## src/include/pmtb_pkg.sv

```systemverilog
// Package with register map, field layout, reset values and shared types of the time base.
// How it works
// RULE1: Postscale code N emits one trigger every N+1 compare matches.
// RULE2: Software changes postscale and marked settings only while the module is disabled.
// RULE3: With external sync, software sets period slightly above the sync period.
// RULE4: Divider codes 000 to 110 divide by 1 to 64; 111 reserved; reset 000.
// RULE5: Software never changes the divider while the time base runs.
// RULE6: A 16-bit writable master period value sets the counter period.
// RULE7: Software keeps the master period between 0x0010 and 0xFFF8.
// RULE8: Compare value is 13 bits held in bits 15 down to 3.
// RULE9: Compare register bits 2 to 0 read zero and ignore writes.
// RULE10: Divider register bits 15 to 3 read zero; only divider field writes.
// RULE11: Enabled counter advances per divided clock, wraps to zero at period.
// RULE12: Counter equal to compare value is a match; postscaler counts matches.
package pmtb_pkg;

  localparam logic [31:0] ADDR_CONTROL   = 32'h0000_0000;
  localparam logic [31:0] ADDR_CLKDIV    = 32'h0000_0004;
  localparam logic [31:0] ADDR_PERIOD    = 32'h0000_0008;
  localparam logic [31:0] ADDR_COMPARE   = 32'h0000_000C;
  localparam logic [31:0] ADDR_COUNTER   = 32'h0000_0010;
  localparam logic [31:0] ADDR_IRQ_STAT  = 32'h0000_0014;
  localparam logic [31:0] ADDR_IRQ_EN    = 32'h0000_0018;
  localparam logic [31:0] ADDR_IRQ_CLR   = 32'h0000_001C;

  localparam int          CTRL_ENABLE_BIT = 15;
  localparam int          CMP_LSB         = 3;
  localparam logic [15:0] PERIOD_RESET    = 16'hFFF8;
  localparam logic [2:0]  DIV_RESET       = 3'h0;
  localparam logic [2:0]  DIV_RESERVED    = 3'h7;
  localparam logic [3:0]  PS_RESET        = 4'h0;

  // Status bit 0: trigger emitted; bit 1: compare match; bit 2: period wrap.
  localparam int          NUM_EVENTS = 3;

  typedef struct packed {
    logic        enable;
    logic [3:0]  postscale;
    logic [2:0]  divider;
    logic [15:0] period;
    logic [12:0] compare;
  } pmtb_cfg_t;

  typedef struct packed {
    logic trigger;
    logic match;
    logic wrap;
  } pmtb_evt_t;

endpackage

```

## src/core/pmtb_time_base.sv

```systemverilog
// Master time base with AHB-Lite register slave, counter, compare and interrupts.
//
// The AHB-Lite interface to the registers and the register addresses were decided locally.
`timescale 1ns/1ps
module pmtb_time_base (
  input  wire logic        i_clk,
  input  wire logic        i_resetn,
  input  wire logic        i_hsel,
  input  wire logic [31:0] i_haddr,
  input  wire logic [1:0]  i_htrans,
  input  wire logic        i_hwrite,
  input  wire logic [2:0]  i_hsize,
  input  wire logic [31:0] i_hwdata,
  input  wire logic        i_hready,
  output logic [31:0]      o_hrdata,
  output logic             o_hreadyout,
  output logic             o_hresp,
  output logic             o_irq,
  output logic             o_trigger,
  output logic             o_match,
  output logic [15:0]      o_counter
);

  typedef struct packed {
    pmtb_pkg::pmtb_cfg_t cfg;
    logic [15:0]         counter;
    logic [2:0]          status;
    logic [2:0]          irq_en;
    logic                irq;
    logic                trigger;
    logic                match;
    logic                ph_valid;
    logic                ph_write;
    logic [7:0]          ph_addr;
    logic [31:0]         rdata;
  } pmtb_state_t;

  pmtb_state_t state;
  pmtb_state_t next_state;
  logic [1:0]  rst_sync;
  logic        rst_n;
  logic        tick;
  logic        match_now;
  logic        trig_now;
  logic        wrap_now;
  logic [2:0]  events;
  logic [2:0]  clr_bits;
  logic        wr_now;

  // Reset is asserted asynchronously but is released only through two flip-flops.
  always_ff @(posedge i_clk or negedge i_resetn) begin
    if (!i_resetn) begin
      rst_sync <= 2'h0;
    end else begin
      rst_sync <= {rst_sync[0], 1'b1};
    end
  end
  assign rst_n = rst_sync[1];

  pmtb_prescaler u_prescaler (
    .i_clk     (i_clk),
    .i_rst_n   (rst_n),
    .i_run     (state.cfg.enable),
    .i_divider (state.cfg.divider),
    .o_tick    (tick)
  );

  pmtb_postscaler u_postscaler (
    .i_clk       (i_clk),
    .i_rst_n     (rst_n),
    .i_run       (state.cfg.enable),
    .i_match     (match_now),
    .i_postscale (state.cfg.postscale),
    .o_trigger   (trig_now)
  );

  // RULE12 counter equals compare
  assign match_now = tick && (state.counter == {state.cfg.compare, 3'h0});
  assign wrap_now  = tick && (state.counter >= state.cfg.period);
  assign events    = {wrap_now, match_now, trig_now};

  always_comb begin
    next_state = state;
    clr_bits = 3'h0;
    wr_now = state.ph_valid && state.ph_write;

    // Address phase is captured; the data phase always completes in one cycle.
    next_state.ph_valid = i_hsel && i_hready && i_htrans[1];
    next_state.ph_write = i_hwrite;
    next_state.ph_addr  = i_haddr[7:0];

    if (wr_now) begin
      unique case ({24'h0, state.ph_addr})
        pmtb_pkg::ADDR_CONTROL: begin
          next_state.cfg.enable    = i_hwdata[pmtb_pkg::CTRL_ENABLE_BIT];
          next_state.cfg.postscale = i_hwdata[3:0];
        end
        // RULE10 only divider field
        pmtb_pkg::ADDR_CLKDIV:  next_state.cfg.divider = i_hwdata[2:0];
        // RULE6 full period word
        pmtb_pkg::ADDR_PERIOD:  next_state.cfg.period = i_hwdata[15:0];
        // RULE9 low bits dropped
        pmtb_pkg::ADDR_COMPARE: next_state.cfg.compare = i_hwdata[15:pmtb_pkg::CMP_LSB];
        pmtb_pkg::ADDR_IRQ_EN:  next_state.irq_en = i_hwdata[2:0];
        pmtb_pkg::ADDR_IRQ_CLR: clr_bits = i_hwdata[2:0];
        default: ;
      endcase
    end

    // RULE11 count and wrap
    if (!state.cfg.enable) begin
      next_state.counter = 16'h0000;
    end else if (wrap_now) begin
      next_state.counter = 16'h0000;
    end else if (tick) begin
      next_state.counter = state.counter + 16'h0001;
    end

    // A new event in the clearing cycle wins over the clear.
    next_state.status  = (state.status & ~clr_bits) | events;
    next_state.irq     = |(next_state.status & next_state.irq_en);
    next_state.trigger = trig_now;
    next_state.match   = match_now;

    next_state.rdata = 32'h0000_0000;
    if (next_state.ph_valid && !i_hwrite) begin
      unique case ({24'h0, i_haddr[7:0]})
        pmtb_pkg::ADDR_CONTROL: begin
          next_state.rdata[pmtb_pkg::CTRL_ENABLE_BIT] = next_state.cfg.enable;
          next_state.rdata[3:0] = next_state.cfg.postscale;
        end
        pmtb_pkg::ADDR_CLKDIV:   next_state.rdata[2:0] = next_state.cfg.divider;
        pmtb_pkg::ADDR_PERIOD:   next_state.rdata[15:0] = next_state.cfg.period;
        // RULE8 compare in upper bits
        pmtb_pkg::ADDR_COMPARE:  next_state.rdata[15:0] = {next_state.cfg.compare, 3'h0};
        pmtb_pkg::ADDR_COUNTER:  next_state.rdata[15:0] = next_state.counter;
        pmtb_pkg::ADDR_IRQ_STAT: next_state.rdata[2:0] = next_state.status;
        pmtb_pkg::ADDR_IRQ_EN:   next_state.rdata[2:0] = next_state.irq_en;
        default: ;
      endcase
    end
  end

  always_ff @(posedge i_clk or negedge rst_n) begin
    if (!rst_n) begin
      state                <= '0;
      state.cfg.period     <= pmtb_pkg::PERIOD_RESET;
      state.cfg.divider    <= pmtb_pkg::DIV_RESET;
      state.cfg.postscale  <= pmtb_pkg::PS_RESET;
    end else begin
      state <= next_state;
    end
  end

  assign o_hrdata    = state.rdata;
  assign o_hreadyout = 1'b1;
  assign o_hresp     = 1'b0;
  assign o_irq       = state.irq;
  assign o_trigger   = state.trigger;
  assign o_match     = state.match;
  assign o_counter   = state.counter;

endmodule

```

## src/core/pmtb_prescaler.sv

```systemverilog
// Input clock prescaler producing a one-cycle tick per divided clock.
`timescale 1ns/1ps
module pmtb_prescaler (
  input  wire logic       i_clk,
  input  wire logic       i_rst_n,
  input  wire logic       i_run,
  input  wire logic [2:0] i_divider,
  output logic            o_tick
);

  typedef struct packed {
    logic [5:0] count;
  } pmtb_pre_state_t;

  pmtb_pre_state_t state;
  pmtb_pre_state_t next_state;
  logic [5:0]      limit;

  always_comb begin
    // RULE4 divide by power
    limit = 6'(({6'h0, 1'b1} << i_divider) - 7'h1);
    next_state = state;
    o_tick = 1'b0;
    if (!i_run || i_divider == pmtb_pkg::DIV_RESERVED) begin
      next_state.count = 6'h00;
    end else if (state.count >= limit) begin
      next_state.count = 6'h00;
      o_tick = 1'b1;
    end else begin
      next_state.count = state.count + 6'h01;
    end
  end

  always_ff @(posedge i_clk or negedge i_rst_n) begin
    if (!i_rst_n) begin
      state <= '0;
    end else begin
      state <= next_state;
    end
  end

endmodule

```

## src/core/pmtb_postscaler.sv

```systemverilog
// Postscaler turning compare matches into special event trigger pulses.
`timescale 1ns/1ps
module pmtb_postscaler (
  input  wire logic       i_clk,
  input  wire logic       i_rst_n,
  input  wire logic       i_run,
  input  wire logic       i_match,
  input  wire logic [3:0] i_postscale,
  output logic            o_trigger
);

  typedef struct packed {
    logic [3:0] count;
  } pmtb_post_state_t;

  pmtb_post_state_t state;
  pmtb_post_state_t next_state;

  always_comb begin
    next_state = state;
    o_trigger = 1'b0;
    if (!i_run) begin
      next_state.count = 4'h0;
    end else if (i_match) begin
      // RULE1 one per N+1
      if (state.count >= i_postscale) begin
        next_state.count = 4'h0;
        o_trigger = 1'b1;
      end else begin
        next_state.count = state.count + 4'h1;
      end
    end
  end

  always_ff @(posedge i_clk or negedge i_rst_n) begin
    if (!i_rst_n) begin
      state <= '0;
    end else begin
      state <= next_state;
    end
  end

endmodule

```

## config.mk

```make
export PLATFORM = sky130hd
export DESIGN_NAME = pmtb_time_base
export DESIGN_NICKNAME = d
export VERILOG_FILES = /design/src/include/pmtb_pkg.sv /design/src/core/pmtb_time_base.sv /design/src/core/pmtb_prescaler.sv /design/src/core/pmtb_postscaler.sv
export SDC_FILE = /design/constraint.sdc
export NUM_CORES = 1
export LEC_CHECK = 0
export ABC_CLOCK_PERIOD_IN_PS = 2900
export BUFFER_PORTS_ARGS = -buffer_cell sky130_fd_sc_hd__buf_2
export CORE_AREA = 2 2 140 87
export CTS_BUF_LIST = sky130_fd_sc_hd__clkbuf_8
export CTS_CLUSTER_DIAMETER = 120
export CTS_CLUSTER_SIZE = 40
export DETAILED_ROUTE_END_ITERATION = 10
export DIE_AREA = 0 0 142 89
export GPL_TIMING_DRIVEN = 0
export PLACE_DENSITY_LB_ADDON = 0.25
export RECOVER_POWER = 100
export SLEW_MARGIN = 20
export SYNTH_ARGS = -nofsm -noshare
export SYNTH_HDL_FRONTEND = slang
export SYNTH_SLANG_ARGS = --single-unit
```

## constraint.sdc

```tcl
create_clock -name i_clk -period 2.9 [get_ports i_clk]
set_clock_uncertainty 0.1 [all_clocks]
set_input_delay 0.145 -clock i_clk [delete_from_list [all_inputs] [get_ports i_clk]]
set_output_delay 0.145 -clock i_clk [all_outputs]
set_load 0.05 [all_outputs]
```

==> results.md <==
* Min-delay worst type: reg -> reg
* Die Height at 89 um
* Pre-antenna DRT Iters at 5
* Num ports at 127
* Mux cell area share after synthesis at 0.0706
* Total Wirelength at 15.9 mm
* Final Max Tran Viols at 0
* Violated checks: setup timing
* Crit path largest cell delay at 430 ps
* Slew headroom at 0.297
* IR drop worst, VDD at 0.218 mV
* Required time worst endpoint at 3100 ps
* CP max-delay cell: dfrtp_2
* DP Worst Slack at -687 ps
* Layout area overhead at 31.7%
* Leakage at 0.00353 uW
* Area of the core at 11,200 um2
* Routability cong. at 0.930
* CTS tree: yes
* Clk Latency, worst-skew pair at 380 ps
* CP Max Fanout at 6
* Synth top area cells: dfrtp_1, ha_1, buf_4
* Bufs and invs on worst path at 2
* YS warnings at 0
* Fmax at 315 MHz
* Final period util at 1.10
* Simple-gate share of the synthesized area at 0.166
* Remaining DRCs at 0
* Post-Synth XOR/XNOR Area at 0.0494
* Antenna violations before repair at 0
* Placed inst area at 6320 um2
* Number of global-route vias before repair at 4,646
* Post-synthesis sequential area ratio at 0.444
* DRT iter0 DRCs at 376
* Register cell area after layout at 2530 um2
* Hold slack final at 261 ps
* Synth Register Bits at 100
* Largest net degree at the start of global routing at 57
* Combinational family with the most area after synthesis: simple AND/OR/NAND/NOR gates
* ANT nets after route at 0
* Core Util, Final at 0.665
* Synth Area in Adders at 0.0684
* Worst path cell trace: or3_4, ha_4, nor3_4, a21oi_2, o21a_1, ha_4, a41oi_4, o22ai_4, buf_8, buf_6, nand3b_1, xor2_2, nand2b_4, a21oi_2
* Area leader, netlist: dfrtp_1
* Crit path kind: reg -> reg
* Sink Count at 100
* DR vias at 4,747
* Worst Setup End Kind: flip-flop
* Cells after synthesis at 553
* Ys async rst share at 1.00
* Area occupied by multi-input gates at 3060 um2
* DIE WIDTH at 142 um
* Post-synth top area share at 0.384
* Post-Syn Area at 5670 um2
* Starting Density at 0.505
* Mapped Avg Cell Area at 10.2 um2
* Final setup margin at -277 ps
* Commonest non-fill, non-tap cell in the layout: dfrtp_1
* Routed WL per cell at 18.6 um
* GR Overflow Total at 0
* All-Layer GR Usage at 0.258
* Power per cell area at 353 nW/um2
* CP delay by family, top: simple AND/OR/NAND/NOR gates
* First-pass GRT wire length at 24.8 mm
* Min Clock Period, post-route at 3180 ps
* Buffers on Ports at 64
* Worst setup SP type: flip-flop
* Worst Tran Pin Value at 1050 ps
* Final Setup Violations at 38
* Status: finished with violations
* Layout cells sized above 1 at 0.378
* Number of enable flip-flop cells after synthesis at 0
* Post-route insts no fill at 853
* CP arrival at 3380 ps
* Diode count at 0
* Count of final hold-check violations at 0
* Post-synth cell types at 60
* Synth Area in Compound Gates at 0.101
* Inst Count DP at 779
* CTS buffer count at 9
* Final HPWL DP at 11.4 mm
* Rows at 30
* CTS root buffer: clkbuf_8
* Clock buffer depth at 2
* Die area at 12,600 um2
* Post-route cell area at 7460 um2
* Ys flop type: dfrtp_1
* Fill cells at 828
* RSZ-0062 raised after global routing: yes
* Most frequent cells in the layout: dfrtp_1, buf_4, buf_2
* Reg clk slew, reported paths at 100 ps
* Max-capacitance violation count at 0
* Total Nets Final at 809
* H-tree levels at 3
* DR vias/cell at 5.57
stage by stage:
stage          total power [uW]  TNS [ps]
2_1_floorplan              1640     -1210
3_3_place_gp               1690    -14240
3_5_place_dp               1710    -18560
4_1_cts                    2640     -4490
5_1_grt                    2740     -9190
6_report                   2640     -5960
kinds of logic (layout without fill, tap and decap cells):
group                      after synthesis  after routing
and+or+nand+nor                        174            174
muxes                                   34             34
AOI/OAI and AO/OA                       84             84
DFF                                    100            100
buffers and inverters                   96            235
adders and majority gates               31             31
xor gates and xnor gates                32             32
other                                    2             19
registers in the layout (all words and copies together), names as in the netlist:
register	count
o_hrdata	16
o_match	1
u_prescaler.state	6
o_irq	1
o_trigger	1
u_postscaler.state	4
rst_sync	2
state	53
o_counter	16
worst paths after layout:
kind                                            start               endpoint  slack [ps]  cells past startpoint
worst max-delay path              state[96]$_DFF_PN0_  o_hrdata[5]$_DFF_PN0_        -280                     14
worst min register to register  rst_sync[0]$_DFF_PN0_  rst_sync[1]$_DFF_PN0_         260                      0
max in group asynchronous       rst_sync[1]$_DFF_PN0_    state[90]$_DFF_PN1_        1650                      1
worst min-delay path            rst_sync[0]$_DFF_PN0_  rst_sync[1]$_DFF_PN0_         260                      0
min in group asynchronous       rst_sync[1]$_DFF_PN0_    state[36]$_DFF_PN0_         310                      0
worst max register to register    state[96]$_DFF_PN0_  o_hrdata[5]$_DFF_PN0_        -280                     14
report_power, final:
part	switching, uW	internal, uW
Combinational	159	114
Clock	504	398
Sequential	34.6	1430
area by class of cell:
type,instances,area share
repair buffers,124,0.126
inverters,35,0.0176
clock inverters,7,0.00922
multi-input cells,374,0.410
clock buffers,9,0.0166
plain buffers,60,0.0583
well taps,144,0.0241
flip-flops and latches,100,0.338
Yosys cell counts, drive strengths merged (15+ instances only):
| library cell | count |
|---|---|
| mux2 | 30 |
| o21ai | 18 |
| dfrtp | 87 |
| inv | 35 |
| ha | 31 |
| nand4 | 15 |
| nor2 | 38 |
| a21oi | 17 |
| xnor2 | 17 |
| buf | 55 |
| nand3 | 18 |
| nand2 | 35 |
| xor2 | 15 |
metal layers:
metal	global-route usage	wire length (um)	share of wire
met1	0.387	7660	0.48
met2	0.379	6580	0.41
met3	0.0664	1470	0.093
met4	0.0545	154	0.0097
met5	0	0	0
worst reg2reg max path: stages (launching register included):
cell,delay [ps]
dfrtp_2,430
or3_4,410
ha_4,180
nor3_4,140
a21oi_2,50
o21a_1,210
ha_4,290
a41oi_4,110
o22ai_4,210
buf_8,170
buf_6,120
nand3b_1,170
xor2_2,240
nand2b_4,160
a21oi_2,120
timing repair:
item / 4_1_cts / 5_1_grt
hold buffers: 29 / 0
resized for setup: 41 / 50
hold endpoints to repair: 45 / 0
pin swaps: 22 / 14
setup endpoints to repair: 42 / 42
setup buffers: 26 / 5
cloned: 1 / 0
(Power assumes the default switching activity.)
